==> config.mk <==
export PLATFORM = sky130hd
export DESIGN_NAME = scsa_top
export DESIGN_NICKNAME = d
export VERILOG_FILES = /design/src/common/scsa_pkg.sv /design/src/core/scsa_pulse_pick.sv /design/src/core/scsa_top.sv
export SDC_FILE = /design/constraint.sdc
export NUM_CORES = 2
export LEC_CHECK = 0
export ABC_AREA = 1
export BUFFER_PORTS_ARGS = -buffer_cell sky130_fd_sc_hd__buf_2
export CAP_MARGIN = 25
export CELL_PAD_IN_SITES_DETAIL_PLACEMENT = 0
export CELL_PAD_IN_SITES_GLOBAL_PLACEMENT = 1
export CORE_ASPECT_RATIO = 0.9
export CORE_MARGIN = 2
export CORE_UTILIZATION = 50
export DETAILED_ROUTE_END_ITERATION = 10
export PLACE_DENSITY = 0.95
export SLEW_MARGIN = 20
export SYNTH_ARGS = -nofsm -noshare
export SYNTH_HDL_FRONTEND = slang
export SYNTH_SLANG_ARGS = --single-unit
==> constraint.sdc <==
create_clock -name core_clk -period 211.6 [get_ports core_clk]
set_input_delay 21.16 -clock core_clk [delete_from_list [all_inputs] [get_ports core_clk]]
set_output_delay 21.16 -clock core_clk [all_outputs]
set_load 0.01 [all_outputs]
==> src/common/scsa_pkg.sv <==
// constants and types of the system clock sync and adjust block
`default_nettype none
// Overview of operation
// RULE1: under four seconds deviation time never goes backwards
// RULE2: selected pulse rising edge rounds time to minute
// RULE3: master holds each minute pulse at least 50 ms
// RULE4: pulse selector: off, DI1 to DI6, virtual
// RULE5: signed source offset added, range +-10000.000 s
// RULE6: sync updates source; silence 1.5 min gives internal
// RULE7: source reads internal after sync silence timeout
// RULE8: source codes: internal, pulse, SNTP, protocols
// RULE9: sixteen bit wrapping count of sync events
// RULE10: raw deviation reported in ms, clamped +-32767
// RULE11: filtered deviation applied and reported, clamped +-125
// RULE12: self-correct interval up to +-1000 s
// RULE13: drift sign lead or lag picks correction direction
// RULE14: external sync learns interval and sign, else settings
// RULE15: SNTP time gets zone offset in hundredths hours
// RULE16: daylight saving enable for SNTP time
// RULE17: editable settings written only after password unlock
// RULE18: configurer sets input debounce zero, leading edge
// RULE19: each interval shift time one ms against drift
// RULE20: filtered deviation corrected gradually, not stepped
// RULE21: millisecond counter, corrections skip or insert increments
package scsa_pkg;
  // ****************************************
  // timing
  // ****************************************
  localparam int  CLK_PERIOD_NS    = 8;
  localparam int  MS_NS            = 1000000;
  localparam int  CYC_PER_MS       = (MS_NS + CLK_PERIOD_NS - 1) / CLK_PERIOD_NS;
  localparam real FALLBACK_MIN     = 1.5;
  localparam int  FALLBACK_MS      = int'(FALLBACK_MIN * 60000.0);
  localparam int  STEP_LIMIT_S     = 4;
  localparam int  STEP_LIMIT_MS    = STEP_LIMIT_S * 1000;
  localparam int  MINUTE_MS        = 60000;
  localparam int  HALF_MINUTE_MS   = 30000;
  localparam int  ZONE_STEP_MS     = 36000;
  localparam int  DST_SHIFT_MS     = 3600000;
  localparam int  INTERVAL_UNIT_MS = 100;
  // ****************************************
  // value limits
  // ****************************************
  localparam int  DEV_LIMIT        = 32767;
  localparam int  FILT_LIMIT       = 125;
  localparam int  INTERVAL_MAX     = 10000;
  localparam int  OFFSET_LIMIT_MS  = 10000000;
  localparam int  ZONE_LIMIT       = 1500;
  // ****************************************
  // register offsets and fields
  // ****************************************
  localparam logic [3:0] REG_CTRL     = 4'h0;
  localparam logic [3:0] REG_OFFSET   = 4'h1;
  localparam logic [3:0] REG_INTERVAL = 4'h2;
  localparam logic [3:0] REG_ZONE     = 4'h3;
  localparam logic [3:0] REG_TIME_LO  = 4'h4;
  localparam logic [3:0] REG_TIME_HI  = 4'h5;
  localparam logic [3:0] REG_STATUS   = 4'h6;
  localparam logic [3:0] REG_DEV      = 4'h7;
  localparam logic [3:0] REG_UNLOCK   = 4'h8;
  localparam int CTRL_SEL_LSB  = 0;
  localparam int CTRL_LEAD_BIT = 4;
  localparam int CTRL_DST_BIT  = 5;
  localparam logic [3:0] RST_SELECT = 4'h0;
  // ****************************************
  // types
  // ****************************************
  typedef enum logic [3:0] {
    SRC_INTERNAL = 4'h0, SRC_PULSE = 4'h1, SRC_SNTP = 4'h2, SRC_SERIAL = 4'h3,
    SRC_MODBUS = 4'h4, SRC_MODBUS_TCP = 4'h5, SRC_IEC101 = 4'h6, SRC_IEC103 = 4'h7,
    SRC_DNP3 = 4'h8
  } scsa_src_e;
  typedef enum logic [2:0] {
    ST_IDLE  = 3'h1,
    ST_MEAS  = 3'h2,
    ST_APPLY = 3'h4
  } scsa_state_e;
endpackage
`default_nettype wire

==> src/core/scsa_pulse_pick.sv <==
// minute pulse input synchroniser, selector and edge detector
`default_nettype none
module scsa_pulse_pick #(
  parameter int NUM_DI   = 6,
  parameter int NUM_VIRT = 4
) (
  input  wire logic                core_clk,  // system clock
  input  wire logic                rst,       // synchronous reset
  input  wire logic                ce,        // clock enable
  input  wire logic [NUM_DI-1:0]   diPin,     // digital input pins
  input  wire logic [NUM_VIRT-1:0] virtIn,    // virtual inputs, same clock
  input  wire logic [3:0]          select,    // pulse_input_select
  output logic                     pulseEdge  // one-cycle rising edge
);
  import scsa_pkg::*;

  logic [NUM_DI-1:0] syncA;
  logic [NUM_DI-1:0] syncB;
  logic [NUM_DI-1:0] syncC;
  logic [NUM_DI-1:0] diLevel;
  logic              selLevel;
  logic              prevLevel;
  logic [3:0]        prevSelect;

  // ****************************************
  // three stage synchronisers per pin
  // ****************************************
  for (genvar i = 0; i < NUM_DI; i++) begin : g_sync
    // level changes once second and third stage agree
    always_ff @(posedge core_clk) begin
      if (rst) begin
        syncA[i]   <= 1'b0;
        syncB[i]   <= 1'b0;
        syncC[i]   <= 1'b0;
        diLevel[i] <= 1'b0;
      end else if (ce) begin
        syncA[i] <= diPin[i];
        syncB[i] <= syncA[i];
        syncC[i] <= syncB[i];
        if (syncB[i] == syncC[i]) begin
          diLevel[i] <= syncC[i];
        end
      end
    end
  end

  // source mux: 0 off, then DI1.., then virtual inputs
  always_comb begin
    selLevel = 1'b0;
    if (select >= 4'h1 && 32'(select) <= NUM_DI) begin
      selLevel = diLevel[32'(select) - 1];  // [RULE4]
    end else if (32'(select) > NUM_DI && 32'(select) <= NUM_DI + NUM_VIRT) begin
      selLevel = virtIn[32'(select) - NUM_DI - 1];  // [RULE4]
    end
  end

  // rising edge, masked right after the selector moves
  always_ff @(posedge core_clk) begin
    if (rst) begin
      prevLevel  <= 1'b0;
      prevSelect <= RST_SELECT;
      pulseEdge  <= 1'b0;
    end else if (ce) begin
      prevLevel  <= selLevel;
      prevSelect <= select;
      pulseEdge  <= selLevel && !prevLevel && (select == prevSelect);
    end
  end
endmodule // scsa_pulse_pick
`default_nettype wire

==> src/core/scsa_top.sv <==
// system clock keeping and sync adjust block
//
// The register addresses and strobed register access were decided locally.
`default_nettype none
module scsa_top #(
  parameter int          NUM_DI        = 6,
  parameter int          NUM_VIRT      = 4,
  parameter int          CYC_PER_MS_P  = scsa_pkg::CYC_PER_MS,
  parameter int          FALLBACK_MS_P = scsa_pkg::FALLBACK_MS,
  parameter logic [31:0] PASS_KEY      = 32'h5A5A_1234  // arbitrary value
) (
  input  wire logic                core_clk,     // 125 MHz clock
  input  wire logic                rst,          // synchronous reset
  input  wire logic                ce,           // clock enable
  input  wire logic [NUM_DI-1:0]   diPin,        // digital input pins
  input  wire logic [NUM_VIRT-1:0] virtIn,       // virtual inputs/outputs
  input  wire logic                msgValid,     // protocol time message strobe
  input  wire scsa_pkg::scsa_src_e msgSource,    // protocol of the message
  input  wire logic [39:0]         msgTime,      // message time in ms
  input  wire logic [3:0]          regAddr,      // register index
  input  wire logic [31:0]         regWdata,     // write data
  input  wire logic                regWr,        // write strobe
  input  wire logic                regRd,        // read strobe
  output logic [31:0]              regRdata,     // read data, cycle after
  output logic [39:0]              sysTimeMs,    // system time in ms
  output logic                     msTick,       // one-cycle ms tick
  output var scsa_pkg::scsa_src_e  activeSource  // active_time_source
);
  import scsa_pkg::*;

  localparam int TICK_W = $clog2(CYC_PER_MS_P + 1);
  localparam int SIL_W  = $clog2(FALLBACK_MS_P + 1);

  // ****************************************
  // declarations
  // ****************************************
  scsa_state_e          state;
  logic [TICK_W-1:0]    tickCnt;
  logic [39:0]          sysTime;
  logic [3:0]           pulseInputSelect;
  logic                 driftSign;
  logic                 dstEnable;
  logic signed [24:0]   sourceOffset;
  logic signed [15:0]   selfCorrectInterval;
  logic signed [11:0]   zoneOffsetHours;
  logic [31:0]          timeStage;
  logic                 unlocked;
  logic [15:0]          syncEventCount;
  logic signed [15:0]   deviation;
  logic signed [7:0]    filteredDeviation;
  logic signed [7:0]    slewPending;
  logic [SIL_W-1:0]     silenceMs;
  logic [31:0]          sinceSyncMs;
  logic [23:0]          autoMs;
  logic signed [41:0]   srcTime;
  logic signed [41:0]   devRaw;
  scsa_src_e            evtSource;
  logic                 pulseEdge;
  logic                 msgOk;
  logic                 wasSynced;
  logic                 take;
  logic                 wrOk;
  logic [16:0]          minuteRem;
  logic [39:0]          roundedMin;
  logic signed [28:0]   zoneProd;
  logic signed [41:0]   msgBase;
  logic signed [41:0]   devClamp;
  logic signed [41:0]   filtClamp;
  logic                 stepNow;
  logic [7:0]           absF;
  logic [31:0]          learnDiv;
  logic [31:0]          learnQ;
  logic [15:0]          autoMag;
  logic [23:0]          autoLimit;
  logic                 autoDue;
  logic                 effLead;
  logic [1:0]           incr;

  // clamp a signed value to +-lim
  function automatic logic signed [41:0] clampS(input logic signed [41:0] v, input int lim);
    logic signed [41:0] l;
    l = 42'(lim);
    if (v > l) return l;
    else if (v < -l) return -l;
    else return v;
  endfunction

  // ****************************************
  // pulse source
  // ****************************************
  scsa_pulse_pick #(
    .NUM_DI   (NUM_DI),
    .NUM_VIRT (NUM_VIRT)
  ) u_pick (
    .core_clk  (core_clk),
    .rst       (rst),
    .ce        (ce),
    .diPin     (diPin),
    .virtIn    (virtIn),
    .select    (pulseInputSelect),
    .pulseEdge (pulseEdge)
  );

  // ****************************************
  // source time and correction terms
  // ****************************************
  always_comb begin
    msgOk      = msgValid && (msgSource >= SRC_SNTP) && (msgSource <= SRC_DNP3);  // [RULE8]
    take       = ce && (state == ST_IDLE) && (pulseEdge || msgOk);
    minuteRem  = 17'(sysTime % 40'(MINUTE_MS));
    roundedMin = sysTime - 40'(minuteRem)
               + ((minuteRem >= 17'(HALF_MINUTE_MS)) ? 40'(MINUTE_MS) : 40'h0);  // [RULE2]
    zoneProd   = zoneOffsetHours * $signed(17'(ZONE_STEP_MS));
    msgBase    = $signed({2'h0, msgTime});
    if (msgSource == SRC_SNTP) begin
      msgBase = msgBase + 42'(zoneProd);  // [RULE15]
      if (dstEnable) msgBase = msgBase + 42'(DST_SHIFT_MS);  // [RULE16]
    end
    devClamp  = clampS(devRaw, DEV_LIMIT);  // [RULE10]
    filtClamp = clampS(devRaw >>> 1, FILT_LIMIT);  // [RULE11]
    stepNow   = (state == ST_APPLY) && ce
              && (devRaw >= 42'(STEP_LIMIT_MS) || devRaw <= -42'(STEP_LIMIT_MS));  // [RULE1]
    absF      = filtClamp[41] ? 8'(-filtClamp) : 8'(filtClamp);
    learnDiv  = 32'(absF) * 32'(INTERVAL_UNIT_MS);
    learnQ    = (learnDiv == 32'h0) ? 32'h0 : sinceSyncMs / learnDiv;
    autoMag   = selfCorrectInterval[15] ? 16'(-selfCorrectInterval)
                                        : 16'(selfCorrectInterval);
    autoLimit = 24'(autoMag) * 24'(INTERVAL_UNIT_MS);
    autoDue   = (selfCorrectInterval != 16'sh0) && (autoMs >= autoLimit);  // [RULE12]
    effLead   = driftSign ^ selfCorrectInterval[15];  // [RULE13]
    wrOk      = regWr && ce && unlocked;  // [RULE17]
  end

  // millisecond increment: 0 skips, 2 inserts, never negative
  always_comb begin
    incr = 2'h1;
    if (slewPending > 8'sh0) incr = 2'h2;  // [RULE20]
    else if (slewPending < 8'sh0) incr = 2'h0;  // [RULE1]
    else if (autoDue) incr = effLead ? 2'h0 : 2'h2;  // [RULE19]
  end

  // ****************************************
  // time base
  // ****************************************
  // cycle divider for the millisecond tick
  always_ff @(posedge core_clk) begin
    if (rst) begin
      tickCnt <= '0;
    end else if (ce) begin
      tickCnt <= (msTick) ? '0 : tickCnt + TICK_W'(1);
    end
  end
  assign msTick    = ce && (tickCnt == TICK_W'(CYC_PER_MS_P - 1));
  assign sysTimeMs = sysTime;

  // system time counter
  always_ff @(posedge core_clk) begin
    if (rst) begin
      sysTime <= 40'h0;
    end else if (ce) begin
      if (wrOk && regAddr == REG_TIME_HI) sysTime <= {regWdata[7:0], timeStage};
      else if (stepNow) sysTime <= srcTime[41] ? 40'h0 : srcTime[39:0];
      else if (msTick) sysTime <= sysTime + 40'(incr);  // [RULE21]
    end
  end

  // ****************************************
  // sync sequence
  // ****************************************
  // capture source time, measure, apply
  always_ff @(posedge core_clk) begin
    if (rst) begin
      state     <= ST_IDLE;
      srcTime   <= '0;
      devRaw    <= '0;
      evtSource <= SRC_INTERNAL;
    end else if (ce) begin
      case (state)
        ST_IDLE: begin
          if (pulseEdge) begin
            srcTime   <= $signed({2'h0, roundedMin}) + 42'(sourceOffset);  // [RULE5]
            evtSource <= SRC_PULSE;
            state     <= ST_MEAS;
          end else if (msgOk) begin
            srcTime   <= msgBase + 42'(sourceOffset);  // [RULE5]
            evtSource <= msgSource;
            state     <= ST_MEAS;
          end
        end
        ST_MEAS: begin
          devRaw <= $signed({2'h0, sysTime}) - srcTime;  // [RULE10]
          state  <= ST_APPLY;
        end
        ST_APPLY: state <= ST_IDLE;
        default:  state <= ST_IDLE;
      endcase
    end
  end

  // reported deviations and pending soft correction
  always_ff @(posedge core_clk) begin
    if (rst) begin
      deviation         <= 16'sh0;
      filteredDeviation <= 8'sh0;
      slewPending       <= 8'sh0;
    end else if (ce) begin
      if (state == ST_APPLY) begin
        deviation         <= devClamp[15:0];  // [RULE10]
        filteredDeviation <= stepNow ? 8'sh0 : filtClamp[7:0];  // [RULE11]
        slewPending       <= stepNow ? 8'sh0 : 8'(-filtClamp);  // [RULE20]
      end else if (msTick && slewPending > 8'sh0) begin
        slewPending <= slewPending - 8'sh1;
      end else if (msTick && slewPending < 8'sh0) begin
        slewPending <= slewPending + 8'sh1;
      end
    end
  end

  // event count, source report and silence fallback
  always_ff @(posedge core_clk) begin
    if (rst) begin
      syncEventCount <= 16'h0;
      activeSource   <= SRC_INTERNAL;
      silenceMs      <= '0;
      sinceSyncMs    <= 32'h0;
      wasSynced      <= 1'b0;
    end else if (ce) begin
      if (take) begin
        syncEventCount <= syncEventCount + 16'h1;  // [RULE9]
        activeSource   <= pulseEdge ? SRC_PULSE : msgSource;  // [RULE6]
        silenceMs      <= '0;
        wasSynced      <= (activeSource != SRC_INTERNAL);  // [RULE14]
      end else if (msTick) begin
        if (silenceMs == SIL_W'(FALLBACK_MS_P)) begin
          activeSource <= SRC_INTERNAL;  // [RULE6] [RULE7]
        end else begin
          silenceMs <= silenceMs + SIL_W'(1);
        end
      end
      // span since the last applied sync, cleared only after learning read it
      if (state == ST_APPLY) sinceSyncMs <= 32'h0;
      else if (msTick && sinceSyncMs != 32'hFFFF_FFFF) sinceSyncMs <= sinceSyncMs + 32'h1;
    end
  end

  // interval counter for periodic one ms corrections
  always_ff @(posedge core_clk) begin
    if (rst) begin
      autoMs <= 24'h0;
    end else if (ce) begin
      if (selfCorrectInterval == 16'sh0) autoMs <= 24'h0;
      else if (msTick && autoDue && slewPending == 8'sh0) autoMs <= 24'h0;  // [RULE19]
      else if (msTick && !autoDue) autoMs <= autoMs + 24'h1;
    end
  end

  // ****************************************
  // settings registers
  // ****************************************
  // software writes when unlocked; learning while synced
  always_ff @(posedge core_clk) begin
    if (rst) begin
      pulseInputSelect    <= RST_SELECT;
      driftSign           <= 1'b0;
      dstEnable           <= 1'b0;
      sourceOffset        <= 25'sh0;
      selfCorrectInterval <= 16'sh0;
      zoneOffsetHours     <= 12'sh0;
      timeStage           <= 32'h0;
      unlocked            <= 1'b0;
    end else if (ce) begin
      if (regWr && regAddr == REG_UNLOCK) unlocked <= (regWdata == PASS_KEY);  // [RULE17]
      if (wrOk) begin
        case (regAddr)
          REG_CTRL: begin
            pulseInputSelect <= regWdata[CTRL_SEL_LSB +: 4];  // [RULE4]
            driftSign        <= regWdata[CTRL_LEAD_BIT];  // [RULE13]
            dstEnable        <= regWdata[CTRL_DST_BIT];  // [RULE16]
          end
          REG_OFFSET:   sourceOffset <= 25'(clampS(42'($signed(regWdata)), OFFSET_LIMIT_MS));
          REG_INTERVAL: selfCorrectInterval <= 16'(clampS(42'($signed(regWdata)), INTERVAL_MAX));
          REG_ZONE:     zoneOffsetHours <= 12'(clampS(42'($signed(regWdata)), ZONE_LIMIT));
          REG_TIME_LO:  timeStage <= regWdata;
          default: ;
        endcase
      end else if (state == ST_APPLY && !stepNow && absF != 8'h0
                   && wasSynced) begin
        driftSign           <= !filtClamp[41];  // [RULE14]
        selfCorrectInterval <= (learnQ > 32'(INTERVAL_MAX)) ? 16'(INTERVAL_MAX)
                                                            : learnQ[15:0];  // [RULE14]
      end
    end
  end

  // ****************************************
  // read port
  // ****************************************
  always_ff @(posedge core_clk) begin
    if (rst) begin
      regRdata <= 32'h0;
    end else if (ce) begin
      regRdata <= 32'h0;
      if (regRd) begin
        case (regAddr)
          REG_CTRL:     regRdata <= {26'h0, dstEnable, driftSign, pulseInputSelect};
          REG_OFFSET:   regRdata <= 32'(sourceOffset);
          REG_INTERVAL: regRdata <= 32'(selfCorrectInterval);
          REG_ZONE:     regRdata <= 32'(zoneOffsetHours);
          REG_TIME_LO:  regRdata <= sysTime[31:0];
          REG_TIME_HI:  regRdata <= {24'h0, sysTime[39:32]};
          REG_STATUS:   regRdata <= {syncEventCount, 12'h0, activeSource};
          REG_DEV:      regRdata <= {16'(filteredDeviation), deviation};
          REG_UNLOCK:   regRdata <= {31'h0, unlocked};
          default:      regRdata <= 32'h0;
        endcase
      end
    end
  end
endmodule // scsa_top
`default_nettype wire

# Yosys cells after proc, flatten, opt, wreduce, memory -nomap -nowiden
# Index checks and enable logic that the tools add are counted.
dict set report op_classes {
  n_addsub 20
  n_mul 3
  n_div 2
  n_lt_le_gt_ge 25
  eq_ne 27
  mux 62
  bitwise 1
  reduce_logical 70
}
# operator count
set op_table {}
lappend op_table {{$pmux 32 s9} 1}
lappend op_table {{$mux 42} 6}
lappend op_table {{$mux 16} 10}
lappend op_table {{$mux 40} 4}
lappend op_table {{$mux 32} 4}
lappend op_table {{$mux 24} 3}
lappend op_table {{$mux 17} 4}
lappend op_table {{$mux 25} 2}
lappend op_table {{$mux 8} 6}
lappend op_table {{$add 41x25->42} 1}
lappend op_table {{$add 41x29->42} 1}
lappend op_table {{$add 42x23->42 const B} 1}
lappend op_table {{$add 42x25->42} 1}
lappend op_table {{$ge 42x13->1 const B} 1}
lappend op_table {{$gt 42x16->1 const B} 1}
lappend op_table {{$le 42x13->1 const B} 1}
lappend op_table {{$lt 42x16->1 const B} 1}
lappend op_table {{$sub 41x42->42} 1}
lappend op_table {{$gt 41x8->1 const B} 1}
lappend op_table {{$lt 41x8->1 const B} 1}
lappend op_table {{$add 40x16->40} 1}
lappend op_table {{$add 40x2->40} 1}
lappend op_table {{$mod 40x16->40 const B} 1}
lappend op_table {{$sub 40x17->40} 1}
lappend op_table {{other kinds (71)} 155}
dict set report word_totals {
  regBits 424
  output_inout_bits 77
  elab_cells 260
}

# Longest topological paths before layout
dict set report logic_depth {
  ltp_word 12
  ltp_mapped 586
  ltp_nobuf 549
}

# Cells and area by module
# A second synthesis with hierarchy kept.
dict set report hier_totals {
  cells_unflattened 11086
  area_unflattened_um2 69276.4
}
# module instances cells_per_inst area_per_inst_um2 seq_area_each_um2
set by_module_without_submodules {}
lappend by_module_without_submodules {scsa_top 1 10901 67916.4 7887.6}
lappend by_module_without_submodules {scsa_pulse_pick 1 185 1360.1 600.6}

# Worst setup path after synthesis
# OpenSTA, ideal clock, no wires.
dict set report synth_path {
  path_kind {flip-flop to flip-flop}
  start {reg devRaw[15]}
  end {reg selfCorrectInterval[0]}
  arrival_time_ns 83.797
  required_ns 211.530
  slack_ns 127.733
  path_stages_with_launch 563
  n_path_buf 40
  synth_period_minus_slack_ns 83.867
  path_cell_list {dfxtp_1 > inv_1 > nor4_1 > and2_1 > inv_1 > nor4_1 > nand4_1 > ha_1 > inv_1 > nand3_1 > inv_1 > ha_1 > xnor2_1 > nand2_1 > o21ai_0 > inv_1 > ha_1 > ha_1 > (+527 left out) > ha_1 > a21oi_1 > nand2_1 > a21oi_1 > nor2_1 > o21ai_0 > nand2_1 > a21oi_1 > nor4_1 > nor2_1 > nand2_1 > nand2_1 > nand2_1 > nand2_1 > nand2_1 > nor2_1 > nand2_1 > a21oi_1}
}
dict set report synth_between {
  elab_chain_len 12
  elab_cells_between_ends 25
  cone_classes {add/sub (1); mul (1); div (1); order compare (5); mux (7); reduce/logical (10)}
}
# element line
set synth_rtl {}
lappend synth_rtl {{start, declared} scsa_top.sv:56} ;# logic signed [41:0] devRaw;
lappend synth_rtl {{start signal, assigned} scsa_top.sv:191} ;# devRaw <= $signed({2'h0, sysTime}) - srcTime;
lappend synth_rtl {{$lt 41x8->1} scsa_top.sv:84} ;# else if (v < -l) return -l;
lappend synth_rtl {{$mux 42} scsa_top.sv:84}
lappend synth_rtl {{$mux 42} scsa_top.sv:83} ;# if (v > l) return l;
lappend synth_rtl {{$neg 8->8} scsa_top.sv:123} ;# absF = filtClamp[41] ? 8'(-filtClamp) : 8'(filtClamp);
lappend synth_rtl {{$mux 8} scsa_top.sv:123}
lappend synth_rtl {{$mul 8x5->13} scsa_top.sv:124} ;# learnDiv = 32'(absF) * 32'(INTERVAL_UNIT_MS);
lappend synth_rtl {{$div 32x15->32 / $logic_not 15->1 (equally long branches)} scsa_top.sv:125} ;# learnQ = (learnDiv == 32'h0) ? 32'h0 : sinceSyncMs / learnDiv;
lappend synth_rtl {{$mux 32} scsa_top.sv:125}
lappend synth_rtl {{$gt 32x14->1} scsa_top.sv:289} ;# selfCorrectInterval <= (learnQ > 32'(INTERVAL_MAX)) ? 16'(INTERVAL_MAX)
lappend synth_rtl {{$mux 16} scsa_top.sv:289}
lappend synth_rtl {{$mux 16} scsa_top.sv:286} ;# end else if (state == ST_APPLY && !stepNow && absF != 8'h0
lappend synth_rtl {{$mux 16} scsa_top.sv:273} ;# if (wrOk) begin
lappend synth_rtl {{end signal, assigned} scsa_top.sv:281} ;# REG_INTERVAL: selfCorrectInterval <= 16'(clampS(42'($signed(regWdata)), INTERVAL_MAX));
lappend synth_rtl {{end signal, assigned} scsa_top.sv:289}
lappend synth_rtl {{end, declared} scsa_top.sv:44} ;# logic signed [15:0] selfCorrectInterval;
# Several ways; a longest one is shown, not always the timed one. The select of a mux whose other input is x is not followed.
# A chain may end at the register's enable or synchronous reset.

# Worst setup path in the final report
dict set report layout_path {
  start {reg devRaw[41]}
  end {reg selfCorrectInterval[1]}
}
# The elaborated chain is that of the path after synthesis.

==> out/qor.yml <==
cells_and_area:
  drive_above_1_share_pct: 11.6
  final_nets: 12000
  syn2layout_area_growth_pct: 5.52
cts:
  cts_hold_repair.buffers: 0
  clkLatencyLatePin_ns: 0.65
  ctsHtreeMaxLevel: 2
  clkSinkCount: 424
  cts-resized-gates: 0
  tritoncts: "done"
  cts.path.max_buffers: 3
  clkSlewWorstSetupHoldPaths_ns: 0.07
  cts-root-buf: "clkbuf_16"
  cts_buffers: 48
  cts_setup_buffers: 0
yosys:
  ys_types: 93
  synthesis.nets: 12000
  async_flop_share_pct: 0
  synth_area_um2: 69500
  synth_edf_count: 0
  ys_top_cells_by_area: "ha_1 (13%), nand2_1 (13%), dfxtp_1 (12%)"
  synth_top_area_share_pct: 12.8
  yosysMostFrequentCell: "nand2_1"
  syn_area_per_cell_um2: 6.23
  yosys-top-cells-count: "nand2_1 (2333), inv_1 (1526), nor2_1 (912)"
  synthesis.instances: 11100
  synth_ff_type: "dfxtp_1"
  ys_seq_area_share_pct: 12.2
  yosysTopAreaCell: "ha_1"
  ys_ff_latch: 424
  ys_warn_count: 0
setup_path:
  r2r_cells: 531
  cp_max_fo: 31
  crit_cells: 531
  r2r_start: "devRaw[41]"
  crit_start: "devRaw[41]"
  worstSetupStartpointType: "flip-flop"
  critPathBufInv: 102
  cp.required_ns: 212.15
  cp_top_family: "compound AO/OA/AOI/OAI gates"
  cp_slowest_stage_delay_ns: 0.68
  arrival_ns: 92.62
  worst_path_max_delay_cell: "clkinv_1"
  cp-end-kind: "flip-flop"
  path_class: "flip-flop to flip-flop"
  crit_path_frequent_cell: "nand2_1"
detailed_routing:
  drt-total-wl_um: 246000
  wl_per_cell_um: 18.8
  drt_iter0_markers: 7160
  drc: 0
  antenna_left: 0
  vias_per_cell: 5.68
  firstDrtPassIters: 8
  via_count: 74100
global_routing:
  grt_max_degree: 84
  grt_pass1_wl_um: 378000
  overflow: 0
  antenna_found_initial: 21
  grt_pass1_vias: 67400
  grt_use_total_pct: 33.2
hold_path:
  worstHoldStart: "filteredDeviation[6]"
  whs_path_depth: 2
  min-delay-path-class: "flip-flop to flip-flop"
floorplan:
  rows: 129
  die_x_um: 397
  ios: 173
  dieArea_um2: 142000
  start_util_pct: 50.4
  die_y_um: 358
  core_um2: 138000
sta:
  fin_crit_ns: 92.07
  max_freq_ghz: 0.0109
  relSlewSlack_pct: 25.9
  maxSlewViolCount: 0
  post-route-period-util_pct: 43.5
  finClkSkew_ns: 0.0410
  setup_violations: 0
  finalHoldViolations: 0
  tns_ns: 0
  rsz0062_at_grt: "false"
  tightest_slew_ns: 1.11
place:
  hpwlAfterDp_um: 199000
  port_buffers: 172
  gp_congestion: 0.997
flow_run:
  drv_cap: 0
outcome:
  status: "complete, no violations"
-- final cells by class --
class,instances,area [um2]
fill,14100,64400
multi-input combinational,8798,53100
sequential,424,8490
inverter,1635,6220
tap,1834,2290
timing repair buffer,252,1480
clock buffer,66,1410
clock inverter,22,215
antenna,13,32.5
-- worst reg2reg max path: cells and delay by family (launching register included) --
kind / cells / cell delay [ns]
compound gates: 218 / 41.08
xor+xnor: 2 / 0.32
fa+ha+maj: 35 / 11.83
buf+inv: 102 / 14.23
flops: 1 / 0.35
simple gates: 174 / 24.16
-- per-stage QoR --
| stage | area [um2] | setup slack, ns | hold slack [ns] | std cells | util [%] |
|---|---|---|---|---|---|
| after floorplan | 69500 | 127.73 | 0.429 | 11100 | - |
| after global placement | 71600 | 123.80 | 0.449 | 12900 | 52.0 |
| after detailed placement | 71600 | 120.27 | 0.455 | 12900 | 52.0 |
| after CTS | 73200 | 119.94 | 0.463 | 13000 | 53.2 |
| after global routing | 73300 | 108.43 | 0.473 | 13000 | 53.2 |
| final | 73300 | 119.53 | 0.465 | 13000 | 53.2 |
-- flip-flops by register name (all words and copies together), names as in the netlist, 8 cells and up --
name	flops
syncEventCount	16
sinceSyncMs	32
filteredDeviation	8
autoMs	24
regRdata	32
sourceOffset	25
devRaw	42
srcTime	42
slewPending	8
sysTimeMs	40
tickCnt	17
zoneOffsetHours	12
deviation	16
timeStage	32
silenceMs	17
selfCorrectInterval	16
-- final timing paths --
path | to | slack (ns)
worst min-delay path | filteredDeviation[6] | 0.47
worst max-delay path | selfCorrectInterval[1] | 119.53
worst max register to register | selfCorrectInterval[1] | 119.53
worst min register to register | filteredDeviation[6] | 0.47
-- cell usage in the layout, fill, tap and decap left out, types with 174 or more instances in the layout --
| cell type | synthesis | layout |
|---|---|---|
| dfxtp_1 | 424 | 423 |
| nor2_1 | 912 | 906 |
| nor3_1 | 176 | 174 |
| nand3_1 | 647 | 647 |
| nand4_1 | 210 | 210 |
| xor2_1 | 406 | 403 |
| o21ai_0 | 762 | 762 |
| nand2_2 | 349 | 350 |
| nand2_1 | 2333 | 2332 |
| a21oi_1 | 875 | 874 |
| inv_1 | 1526 | 1523 |
| ha_1 | 708 | 708 |
-- logic make-up (layout without fill, tap and decap cells) --
family,after synthesis,count (layout),synth area share [%]
xor gates and xnor gates,591,591,7.61
and+or+nand+nor,5238,5238,36.4
muxes,2,2,0.0288
adders and majority gates,759,759,14.2
buffers and inverters,1923,1975,11.4
AOI/OAI and AO/OA,2208,2208,18.1
other,0,13,0
DFF,424,424,12.2
-- metal layers --
layer	share of wire [%]	GRT usage (%)	routed length, um	up-vias
met1	46	47.0	112000	33900
li1	-	-	-	36900
met4	3.5	10.3	8590	10
met3	10	6.79	24600	425
met5	0.023	0	57	-
met2	41	50.3	100000	2917
Power is not shown: default switching activity piles up to over one toggle a cycle in this logic, so the estimate is an artifact.
